### src/hdl/scpwm_regs.svh
// Purpose: Register offsets, fields, reset values and timing counts
// Assumes: Classic Wishbone, 32-bit data, byte addresses
// Notes:   Definitions only
`ifndef SCPWM_REGS_SVH
`define SCPWM_REGS_SVH

// ----------------------------------------------------------------
// Register byte offsets
// ----------------------------------------------------------------
`define SCPWM_OFS_CTRL   8'h00
`define SCPWM_OFS_PERIOD 8'h04
`define SCPWM_OFS_DUTY   8'h08
`define SCPWM_OFS_PHASE  8'h0c
`define SCPWM_OFS_MODE   8'h10
`define SCPWM_OFS_STAT   8'h14

// ----------------------------------------------------------------
// Field positions
// ----------------------------------------------------------------
`define SCPWM_CTRL_RUN   2
`define SCPWM_CTRL_PSHI  1
`define SCPWM_CTRL_PSLO  0
`define SCPWM_STAT_OUT   8
`define SCPWM_STAT_PHS   9

// ----------------------------------------------------------------
// Reset values
// ----------------------------------------------------------------
`define SCPWM_RST_CTRL   3'h0
`define SCPWM_RST_PERIOD 8'hff
`define SCPWM_RST_DUTY   8'h00
`define SCPWM_RST_PHASE  8'h00
`define SCPWM_RST_MODE   2'h0

// ----------------------------------------------------------------
// Timing: 125 ns oscillator period on a 10 ns clock divides down to 12 clocks (120 ns)
// ----------------------------------------------------------------
`define SCPWM_CLK_PS     10000
`define SCPWM_TOSC_PS    125000
`define SCPWM_OSC_DIV    (`SCPWM_TOSC_PS / `SCPWM_CLK_PS)
`define SCPWM_OSC_HALF   (`SCPWM_OSC_DIV / 2)

`endif

### src/hdl/scpwm_pkg.sv
// Purpose: Types shared by the system clock PWM files
// Assumes: Offsets and counts live in scpwm_regs.svh
// Notes:   Nothing here is imported; use scpwm_pkg::name
package scpwm_pkg;

    typedef enum logic [1:0]
    {
        MODE_ALONE  = 2'h0,
        MODE_MASTER = 2'h1,
        MODE_SLAVE  = 2'h2
    } scpwm_mode_e;

    typedef enum logic [2:0]
    {
        ST_STOP  = 3'h1,
        ST_RUN   = 3'h2,
        ST_PHASE = 3'h4
    } scpwm_state_e;

    typedef struct packed
    {
        logic       run;
        logic [1:0] ps_sel;
    } scpwm_ctrl_s;

endpackage

### src/hdl/scpwm_pin_sync.sv
// Purpose: Three-stage pin synchroniser with agreement filter
// Assumes: Input is asynchronous to clk_i
// Notes:   Output changes only when stages two and three agree
`timescale 1ns/1ps
module scpwm_pin_sync
(
    // Clock and reset
    input  wire logic clk_i,
    input  wire logic rst_i,
    input  wire logic ce_i,
    // Pin and result
    input  wire logic pin_i,
    output logic      level_o
);
    logic [2:0] stage_reg;

    always_ff @(posedge clk_i)
    begin
        if (rst_i)
        begin
            stage_reg <= 3'h0;
            level_o   <= 1'b0;
        end
        else if (ce_i)
        begin
            stage_reg <= {stage_reg[1:0], pin_i};
            if (stage_reg[1] == stage_reg[2])
                level_o <= stage_reg[2];
        end
    end
endmodule

### src/hdl/scpwm_prescaler.sv
// Purpose: Timer prescaler, divides oscillator ticks by 1, 4 or 16
// Assumes: osc_tick_i is a one-cycle pulse
// Notes:   Count is cleared while the timer is stopped
`timescale 1ns/1ps
module scpwm_prescaler
(
    // Clock and reset
    input  wire logic       clk_i,
    input  wire logic       rst_i,
    input  wire logic       en_i,
    // Control
    input  wire logic       run_i,
    input  wire logic [1:0] ps_sel_i,
    input  wire logic       osc_tick_i,
    // Result
    output logic            tick_o
);
    logic [3:0] cnt_reg;
    logic [3:0] limit;

    assign limit  = ps_sel_i[1] ? 4'hf : (ps_sel_i[0] ? 4'h3 : 4'h0);
    assign tick_o = run_i && osc_tick_i && (cnt_reg >= limit);

    always_ff @(posedge clk_i)
    begin
        if (rst_i)
            cnt_reg <= 4'h0;
        else if (en_i)
        begin
            if (!run_i || tick_o)
                cnt_reg <= 4'h0;
            else if (osc_tick_i)
                cnt_reg <= cnt_reg + 4'h1;
        end
    end
endmodule

### src/hdl/scpwm_top.sv
// Purpose: System clock PWM with frequency sync, Wishbone slave
// Assumes: 100 MHz clk_i, oscillator tick every 12 clocks (120 ns)
// Notes:   Sleep and ce_i low both freeze the time base and pins
//
// The Wishbone slave port and the address map are this design's own decisions.
`timescale 1ns/1ps
`include "scpwm_regs.svh"

// Notes on behaviour
// - Period is (period limit plus one) oscillator periods times prescale.
// - Tick after counter equals limit clears counter and latches duty.
// - Output high for duty times oscillator period times prescale.
// - Duty buffer writable anytime, used only after the next latch.
// - Each period is high for the duty, then low for the rest.
// - Stand-alone, the waveform is the system clock output.
// - Duty is never changed cycle by cycle; it only caps converter duty.
// - Master also drives its clock and sync pulse onto shared pins.
// - Slave ORs sync with rollover; this latches duty and phase.
// - Slave delays clock start by phase times oscillator period times prescale.
// - Sleep stops the timer and freezes the time base; the bus and pin synchronisers keep running.
// - Clock output pin keeps its level throughout sleep.
module scpwm_top
(
    // Clock, reset, enable
    input  wire logic        clk_i,
    input  wire logic        rst_i,
    input  wire logic        ce_i,
    input  wire logic        sleep_i,
    // Wishbone slave
    input  wire logic        cyc_i,
    input  wire logic        stb_i,
    input  wire logic        we_i,
    input  wire logic [31:0] adr_i,
    input  wire logic [3:0]  sel_i,
    input  wire logic [31:0] dat_i,
    output logic      [31:0] dat_o,
    output logic             ack_o,
    // System clock output
    output logic             clock_out_pin_o,
    // Shared clock pin, two-way
    input  wire logic        shared_clock_pin_i,
    output logic             shared_clock_pin_o,
    output logic             shared_clock_pin_oe_n_o,
    // Sync pin, two-way
    input  wire logic        sync_pin_i,
    output logic             sync_pin_o,
    output logic             sync_pin_oe_n_o
);
    // ------------------------------------------------------------
    // Registers and wires
    // ------------------------------------------------------------
    scpwm_pkg::scpwm_ctrl_s  timer_control_reg;
    logic [7:0]              period_limit_reg;
    logic [7:0]              duty_buffer_reg;
    logic [7:0]              phase_buffer_reg;
    logic [1:0]              mode_reg;
    logic [7:0]              base_counter_reg;
    logic [7:0]              base_counter_next;
    logic [7:0]              duty_active_reg;
    logic [7:0]              duty_active_next;
    logic [7:0]              phase_active_reg;
    logic [7:0]              phase_active_next;
    logic [7:0]              phase_cnt_reg;
    logic [7:0]              phase_cnt_next;
    scpwm_pkg::scpwm_state_e state_reg;
    scpwm_pkg::scpwm_state_e state_next;
    logic                    pwm_reg;
    logic                    pwm_next;
    logic                    sync_out_reg;
    logic                    sync_out_next;
    logic                    shclk_reg;
    logic [3:0]              osc_cnt_reg;
    logic                    ext_clk_prev_reg;
    logic                    ext_sync_prev_reg;
    logic                    ack_reg;
    logic [31:0]             dat_reg;

    logic        en;
    logic        is_master;
    logic        is_slave;
    logic        int_osc_tick;
    logic        ext_clk_lvl;
    logic        ext_sync_lvl;
    logic        ext_clk_rise;
    logic        sync_evt;
    logic        osc_tick;
    logic        tick;
    logic        at_limit;
    logic        rollover;
    logic        bus_req;
    logic        wr_en;
    logic        hi_adr_zero;
    logic        hit_ctrl;
    logic        hit_period;
    logic        hit_duty;
    logic        hit_phase;
    logic        hit_mode;
    logic        hit_stat;
    logic [31:0] rd_mux;

    // ------------------------------------------------------------
    // Enables and mode decode
    // ------------------------------------------------------------
    // Sleep only halts the time base; the bus still answers
    assign en        = ce_i && !sleep_i;
    assign is_master = (mode_reg == scpwm_pkg::MODE_MASTER);
    assign is_slave  = (mode_reg == scpwm_pkg::MODE_SLAVE);

    // ------------------------------------------------------------
    // Pin inputs
    // ------------------------------------------------------------
    scpwm_pin_sync u_clk_sync
    (
        .clk_i   (clk_i),
        .rst_i   (rst_i),
        .ce_i    (ce_i),
        .pin_i   (shared_clock_pin_i),
        .level_o (ext_clk_lvl)
    );

    scpwm_pin_sync u_sync_sync
    (
        .clk_i   (clk_i),
        .rst_i   (rst_i),
        .ce_i    (ce_i),
        .pin_i   (sync_pin_i),
        .level_o (ext_sync_lvl)
    );

    assign ext_clk_rise = ext_clk_lvl && !ext_clk_prev_reg;
    assign sync_evt     = is_slave && ext_sync_lvl && !ext_sync_prev_reg;

    // ------------------------------------------------------------
    // Oscillator tick and prescaler
    // ------------------------------------------------------------
    assign int_osc_tick = (osc_cnt_reg == 4'(`SCPWM_OSC_DIV - 1));
    // Slave counts the master's clock edges instead of its own
    assign osc_tick     = is_slave ? ext_clk_rise : int_osc_tick;

    scpwm_prescaler u_prescaler
    (
        .clk_i      (clk_i),
        .rst_i      (rst_i),
        .en_i       (en),
        .run_i      (timer_control_reg.run),
        .ps_sel_i   (timer_control_reg.ps_sel),
        .osc_tick_i (osc_tick),
        .tick_o     (tick)
    );

    always_ff @(posedge clk_i)
    begin
        if (rst_i)
        begin
            osc_cnt_reg       <= 4'h0;
            shclk_reg         <= 1'b0;
            ext_clk_prev_reg  <= 1'b0;
            ext_sync_prev_reg <= 1'b0;
        end
        else if (en)
        begin
            osc_cnt_reg       <= int_osc_tick ? 4'h0 : osc_cnt_reg + 4'h1;
            shclk_reg         <= (osc_cnt_reg < 4'(`SCPWM_OSC_HALF));
            ext_clk_prev_reg  <= ext_clk_lvl;
            ext_sync_prev_reg <= ext_sync_lvl;
        end
    end

    // ------------------------------------------------------------
    // Time base and waveform
    // ------------------------------------------------------------
    assign at_limit = (base_counter_reg == period_limit_reg);
    assign rollover = tick && at_limit;

    always_comb
    begin
        state_next        = state_reg;
        base_counter_next = base_counter_reg;
        duty_active_next  = duty_active_reg;
        phase_active_next = phase_active_reg;
        phase_cnt_next    = phase_cnt_reg;
        unique case (state_reg)
            scpwm_pkg::ST_STOP:
            begin
                base_counter_next = 8'h00;
                if (timer_control_reg.run)
                    state_next = scpwm_pkg::ST_RUN;
            end
            scpwm_pkg::ST_RUN, scpwm_pkg::ST_PHASE:
            begin
                if (!timer_control_reg.run)
                    state_next = scpwm_pkg::ST_STOP;
                else if (sync_evt)
                begin
                    // Master sync restarts the period after the phase delay
                    base_counter_next = 8'h00;
                    duty_active_next  = duty_buffer_reg;
                    phase_active_next = phase_buffer_reg;
                    phase_cnt_next    = phase_buffer_reg;
                    state_next        = (phase_buffer_reg == 8'h00)
                                        ? scpwm_pkg::ST_RUN : scpwm_pkg::ST_PHASE;
                end
                else if (state_reg == scpwm_pkg::ST_PHASE)
                begin
                    if (tick)
                    begin
                        phase_cnt_next = phase_cnt_reg - 8'h01;
                        if (phase_cnt_reg <= 8'h01)
                            state_next = scpwm_pkg::ST_RUN;
                    end
                end
                else if (rollover)
                begin
                    base_counter_next = 8'h00;
                    duty_active_next  = duty_buffer_reg;
                    if (is_slave)
                        phase_active_next = phase_buffer_reg;
                end
                else if (tick)
                    base_counter_next = base_counter_reg + 8'h01;
            end
            default:
                state_next = scpwm_pkg::ST_STOP;
        endcase
    end

    // High for the first duty counts of each period, then low
    assign pwm_next = (state_next == scpwm_pkg::ST_RUN)
                      && (base_counter_next < duty_active_next);
    assign sync_out_next = is_master && (state_next == scpwm_pkg::ST_RUN)
                           && (base_counter_next == 8'h00);

    always_ff @(posedge clk_i)
    begin
        if (rst_i)
        begin
            state_reg        <= scpwm_pkg::ST_STOP;
            base_counter_reg <= 8'h00;
            duty_active_reg  <= `SCPWM_RST_DUTY;
            phase_active_reg <= `SCPWM_RST_PHASE;
            phase_cnt_reg    <= 8'h00;
            pwm_reg          <= 1'b0;
            sync_out_reg     <= 1'b0;
        end
        else if (en)
        begin
            state_reg        <= state_next;
            base_counter_reg <= base_counter_next;
            duty_active_reg  <= duty_active_next;
            phase_active_reg <= phase_active_next;
            phase_cnt_reg    <= phase_cnt_next;
            pwm_reg          <= pwm_next;
            sync_out_reg     <= sync_out_next;
        end
    end

    // ------------------------------------------------------------
    // Pins
    // ------------------------------------------------------------
    // Frozen flops keep the driven level through sleep
    assign clock_out_pin_o         = pwm_reg;
    assign shared_clock_pin_o      = shclk_reg;
    assign shared_clock_pin_oe_n_o = !is_master;
    // A zero period limit keeps sync high, so slaves see no edge
    assign sync_pin_o              = sync_out_reg;
    assign sync_pin_oe_n_o         = !is_master;

    // ------------------------------------------------------------
    // Wishbone slave
    // ------------------------------------------------------------
    assign bus_req     = cyc_i && stb_i;
    assign wr_en       = bus_req && we_i && ack_reg && sel_i[0];
    assign hi_adr_zero = (adr_i[31:8] == 24'h000000);
    assign hit_ctrl    = hi_adr_zero && (adr_i[7:0] == `SCPWM_OFS_CTRL);
    assign hit_period  = hi_adr_zero && (adr_i[7:0] == `SCPWM_OFS_PERIOD);
    assign hit_duty    = hi_adr_zero && (adr_i[7:0] == `SCPWM_OFS_DUTY);
    assign hit_phase   = hi_adr_zero && (adr_i[7:0] == `SCPWM_OFS_PHASE);
    assign hit_mode    = hi_adr_zero && (adr_i[7:0] == `SCPWM_OFS_MODE);
    assign hit_stat    = hi_adr_zero && (adr_i[7:0] == `SCPWM_OFS_STAT);

    assign rd_mux = hit_ctrl   ? {29'h0, timer_control_reg} :
                    hit_period ? {24'h0, period_limit_reg} :
                    hit_duty   ? {24'h0, duty_buffer_reg} :
                    hit_phase  ? {24'h0, phase_buffer_reg} :
                    hit_mode   ? {30'h0, mode_reg} :
                    hit_stat   ? {22'h0, (state_reg == scpwm_pkg::ST_PHASE),
                                  pwm_reg, base_counter_reg} :
                    32'h0;

    assign ack_o = ack_reg;
    assign dat_o = dat_reg;

    always_ff @(posedge clk_i)
    begin
        if (rst_i)
        begin
            ack_reg <= 1'b0;
            dat_reg <= 32'h0;
        end
        else if (ce_i)
        begin
            ack_reg <= bus_req && !ack_reg;
            dat_reg <= (bus_req && !ack_reg && !we_i) ? rd_mux : dat_reg;
        end
    end

    // Duty buffer takes writes at any time; only the latch uses it
    always_ff @(posedge clk_i)
    begin
        if (rst_i)
        begin
            timer_control_reg <= `SCPWM_RST_CTRL;
            period_limit_reg  <= `SCPWM_RST_PERIOD;
            duty_buffer_reg   <= `SCPWM_RST_DUTY;
            phase_buffer_reg  <= `SCPWM_RST_PHASE;
            mode_reg          <= `SCPWM_RST_MODE;
        end
        else if (ce_i && wr_en)
        begin
            if (hit_ctrl)
                timer_control_reg <= dat_i[2:0];
            if (hit_period)
                period_limit_reg <= dat_i[7:0];
            if (hit_duty)
                duty_buffer_reg <= dat_i[7:0];
            if (hit_phase)
                phase_buffer_reg <= dat_i[7:0];
            if (hit_mode)
                mode_reg <= dat_i[1:0];
        end
    end
endmodule
### config.mk
export PLATFORM = sky130hd
export DESIGN_NAME = scpwm_top
export DESIGN_NICKNAME = d
export VERILOG_FILES = /design/src/hdl/scpwm_pkg.sv /design/src/hdl/scpwm_pin_sync.sv /design/src/hdl/scpwm_prescaler.sv /design/src/hdl/scpwm_top.sv
export VERILOG_INCLUDE_DIRS = /design/src /design/src/hdl
export SDC_FILE = /design/constraint.sdc
export NUM_CORES = 1
export LEC_CHECK = 0
export BUFFER_PORTS_ARGS = -buffer_cell sky130_fd_sc_hd__buf_2
export CORE_ASPECT_RATIO = 1.5
export CORE_MARGIN = 5
export CORE_UTILIZATION = 35
export DETAILED_ROUTE_END_ITERATION = 10
export GPL_TIMING_DRIVEN = 0
export HOLD_SLACK_MARGIN = 0.06
export PLACE_DENSITY_LB_ADDON = 0.1
export SETUP_SLACK_MARGIN = 0.15
export SYNTH_ARGS = -nofsm -noshare
export SYNTH_HDL_FRONTEND = slang
export SYNTH_SLANG_ARGS = --single-unit
### constraint.sdc
create_clock -name clk_i -period 5.38 [get_ports clk_i]
set_input_delay 0 -clock clk_i [delete_from_list [all_inputs] [get_ports clk_i]]
set_output_delay 0 -clock clk_i [all_outputs]
set_load 0.01 [all_outputs]
==> impl_metrics.prom <==
# TYPE chip_impl_metric gauge
chip_impl_info{name="path_class",value="register to register"} 1
chip_impl_info{name="synthTopCellsByArea",value="dfxtp_1, mux2i_1, nor2_1"} 1
chip_impl_metric{name="dpl.cell_count",unit=""} 860
chip_impl_metric{name="grt_usage",unit=""} 0.1934
chip_impl_metric{name="timing.setup.tns",unit="ns"} 0
chip_impl_metric{name="synth-async-reset-ratio",unit=""} 0
chip_impl_metric{name="yosysUniqueCellTypes",unit=""} 64
chip_impl_metric{name="sw_frac_of_total",unit=""} 0.2478
chip_impl_info{name="cts_tree",value="built"} 1
chip_impl_metric{name="layout_min_cycle_time",unit="ns"} 4.289
chip_impl_info{name="dominant_synthesized_flop_cell",value="dfxtp_1"} 1
chip_impl_metric{name="chipWidth",unit="um"} 107.0
chip_impl_metric{name="syn-cell-area",unit="sq um"} 4942
chip_impl_metric{name="grt_max_degree",unit=""} 17
chip_impl_metric{name="placementRows",unit=""} 53
chip_impl_metric{name="timing.max_slew.rel_slack",unit=""} 0.3392
chip_impl_metric{name="syn_avg_cell_area",unit="sq um"} 8.102
chip_impl_metric{name="global_route.overflow_total",unit=""} 0
chip_impl_metric{name="clock_skew",unit="ns"} 0.008316
chip_impl_info{name="yosysTopAreaCell",value="dfxtp_1"} 1
chip_impl_metric{name="design.die.area",unit="sq um"} 16650
chip_impl_metric{name="setup_viol",unit=""} 0
chip_impl_metric{name="post_synthesis_simple_gate_area_fraction",unit=""} 0.2253
chip_impl_metric{name="cts_hold_buf",unit=""} 12
chip_impl_metric{name="p_sw",unit="mW"} 0.3603
chip_impl_metric{name="clock_power_share",unit=""} 0.452
chip_impl_metric{name="fin_nets",unit=""} 811
chip_impl_info{name="startpoint_type",value="register"} 1
chip_impl_metric{name="power.leakage",unit="nW"} 2.514
chip_impl_metric{name="yosysSeqAreaShare",unit=""} 0.3565
chip_impl_metric{name="post_cts.repair.setup_buffers",unit=""} 0
chip_impl_info{name="worstHoldPathType",value="input port to register"} 1
chip_impl_metric{name="route.vias.total",unit=""} 4731
chip_impl_metric{name="clk_transition_reported_paths",unit="ns"} 0.07
chip_impl_metric{name="synth_mux_area_frac",unit=""} 0.08658
chip_impl_metric{name="start_util",unit=""} 0.3549
chip_impl_metric{name="number_of_global_route_vias_before_repair",unit=""} 4705
chip_impl_info{name="synth.most_common_cell",value="dfxtp_1"} 1
chip_impl_metric{name="antenna-diode-count",unit=""} 0
chip_impl_info{name="synth_common_cells",value="dfxtp_1, nor2_1, nand2_1"} 1
chip_impl_metric{name="synth_xor_xnor_area_share",unit=""} 0.02481
chip_impl_metric{name="cell_count_after_synthesis",unit=""} 610
chip_impl_metric{name="final-max-slew-violation-count",unit=""} 0
chip_impl_metric{name="area_overhead_of_the_layout_relative_to_synthesis",unit="%"} 21.19
chip_impl_metric{name="clock_buffer_depth",unit=""} 2
chip_impl_metric{name="cts_repair_resize_count",unit=""} 0
chip_impl_info{name="result_of_the_run",value="completed"} 1
chip_impl_metric{name="p_comb_frac",unit=""} 0.087
chip_impl_metric{name="report.final.hold_viol_count",unit=""} 0
chip_impl_metric{name="place.detailed.hpwl",unit="um"} 12340
chip_impl_metric{name="achievable_frequency",unit="MHz"} 233.2
chip_impl_metric{name="maxCapViolations",unit=""} 0
chip_impl_metric{name="route.final.wire_length",unit="um"} 15750
chip_impl_metric{name="clock_latency",unit="ns"} 0.35
chip_impl_metric{name="part_of_the_cycle_the_worst_path_needs",unit=""} 0.7972
chip_impl_metric{name="synth-edff-count",unit=""} 0
chip_impl_metric{name="crit_fanout",unit=""} 4
chip_impl_metric{name="drive_gt1_frac",unit=""} 0.1646
chip_impl_metric{name="fillerInstances",unit=""} 1435
chip_impl_metric{name="dieHeight",unit="um"} 155.5
chip_impl_metric{name="adder_cell_fraction_of_synth_area",unit=""} 0.04051
chip_impl_metric{name="iteration_0_drc_count_of_the_detailed_router",unit=""} 239
chip_impl_info{name="clk_root_buf",value="clkbuf_16"} 1
chip_impl_metric{name="p_per_area",unit="nW/um^2"} 242.8
chip_impl_metric{name="critical_path_arrival",unit="ns"} 4.56
chip_impl_metric{name="drt-vias-per-instance",unit=""} 5.328
chip_impl_metric{name="drc",unit=""} 0
chip_impl_metric{name="sequential_cell_fraction_of_total_power",unit=""} 0.461
chip_impl_metric{name="internal-power",unit="mW"} 1.094
chip_impl_info{name="synth_top_family_by_area",value="simple AND/OR/NAND/NOR gates"} 1
chip_impl_metric{name="gp_routability_congestion",unit=""} 0.9595
chip_impl_metric{name="layout.cells.non_filler",unit=""} 888
chip_impl_metric{name="num_io_pins",unit=""} 115
chip_impl_metric{name="tightest_slew",unit="ns"} 0.9775
chip_impl_metric{name="fraction_of_the_mapped_netlist_area_in_compound_gates",unit=""} 0.1934
chip_impl_metric{name="initial_antenna_violation_count",unit=""} 0
chip_impl_metric{name="port-buffer-count",unit=""} 63
chip_impl_metric{name="detailedRoute.firstPassIterationCount",unit=""} 5
chip_impl_metric{name="core",unit="sq um"} 13930
chip_impl_metric{name="total_cts_buffers",unit=""} 9
chip_impl_metric{name="postRouteAntennaNets",unit=""} 0
chip_impl_info{name="crit_path_capture_type",value="register"} 1
chip_impl_metric{name="cts.sinks",unit=""} 88
chip_impl_metric{name="worst-endpoint-required",unit="ns"} 5.65
chip_impl_metric{name="htree_num_levels",unit=""} 3
chip_impl_metric{name="ys_seq_elements",unit=""} 88
chip_impl_metric{name="yosysWarnings",unit=""} 0
chip_impl_metric{name="routed_wire_length_per_instance",unit="um"} 17.73
chip_impl_metric{name="global_route_wire_length_before_repair",unit="um"} 25160
chip_impl_metric{name="yosysTopAreaCellShare",unit=""} 0.3565
chip_impl_metric{name="max-vdd-ir-drop",unit="uV"} 143.3
chip_impl_info{name="rsz0062_at_grt",value="no"} 1
chip_impl_metric{name="largest_reg_flops",unit=""} 10
[layout make-up]
class,count,area (sq um),share of cell area
timing repair buffer,76,442.9,0.07395
multi-input combinational,471,2909,0.4857
clock inverter,6,73.82,0.01233
inverter,15,56.30,0.009400
sequential,88,1762,0.2941
buffer,57,300.3,0.05014
clock buffer,10,239.0,0.03990
tap,165,206.4,0.03447
[cell usage in the layout, fill, tap and decap left out, types with 4 or more instances in the layout]
master	count
dfxtp_1	88
nor2_1	77
nand2_1	75
buf_2	63
a21oi_1	41
mux2i_1	39
clkbuf_1	30
o21ai_0	27
buf_4	24
conb_1	22
a211oi_1	16
ha_1	16
inv_1	15
nand3_1	12
nor4_1	12
dlygate4sd3_1	12
nor3_1	11
xnor2_1	11
clkbuf_16	9
nand2b_1	8
nand4_1	7
a22o_1	7
a22oi_1	7
and2_1	6
a21o_1	6
a222oi_1	6
nor3b_1	4
buf_1	4
[through the flow]
stage	area [sq um]	setup slack (ns)	hold WS (ns)	util	power, mW
2_1_floorplan	5021	1.437	0.1251	-	0.7560
3_3_place_gp	5543	1.130	0.2409	0.3980	0.8025
3_5_place_dp	5557	1.105	0.2475	0.3990	0.8043
4_1_cts	5989	1.088	0.1124	0.4301	1.471
5_1_grt	5989	0.7937	0.1509	0.4301	1.509
6_report	5989	1.091	0.1183	0.4301	1.454
[power groups by stage]
stage,combinational (mW),clock (mW),sequential [mW]
finish,0.126,0.658,0.670
global placement,0.118,0,0.685
floorplan,0.0730,0,0.683
global route,0.142,0.696,0.671
detailed placement,0.119,0,0.685
CTS,0.126,0.674,0.670
[critical path, cell delays in order, from the launching register on]
cell	delay, ns
dfxtp_1	0.33
or2_2	0.32
ha_1	0.19
nor3b_1	0.13
o21a_1	0.22
or3_4	0.42
or4_4	0.56
or4_4	0.51
a31oi_4	0.25
ha_1	0.29
a21o_1	0.18
a21o_1	0.17
a21oi_1	0.14
a22oi_1	0.08
a211o_1	0.29
a31oi_1	0.15
[final timing paths]
| kind | start | endpoint | slack [ns] | cells past startpoint |
|---|---|---|---|---|
| max | timer_control_reg[0] | clock_out_pin_o | 1.09 | 15 |
| min reg2reg | dat_o[8] | dat_o[8] | 0.46 | 2 |
| max reg2reg | timer_control_reg[0] | clock_out_pin_o | 1.09 | 15 |
| min | sleep_i | osc_cnt_reg[0] | 0.12 | 5 |
[kinds of logic (layout without fill, tap and decap cells)]
group	count (synthesis)	in the layout
and+or+nand+nor	235	235
AOI/OAI and AO/OA	142	142
DFF	88	88
buffers and inverters	72	164
muxes	42	42
adders and majority gates	16	16
xor gates and xnor gates	14	14
other	1	22
[per-layer routing]
layer,global-route usage,vias to the layer above,wire (um)
li1,-,2355,-
met1,0.2281,2235,6484
met2,0.3509,116,8309
met3,0.02609,25,549
met4,0.07495,0,404
met5,0,-,0
Note: power is estimated with default switching activity, not from simulation.
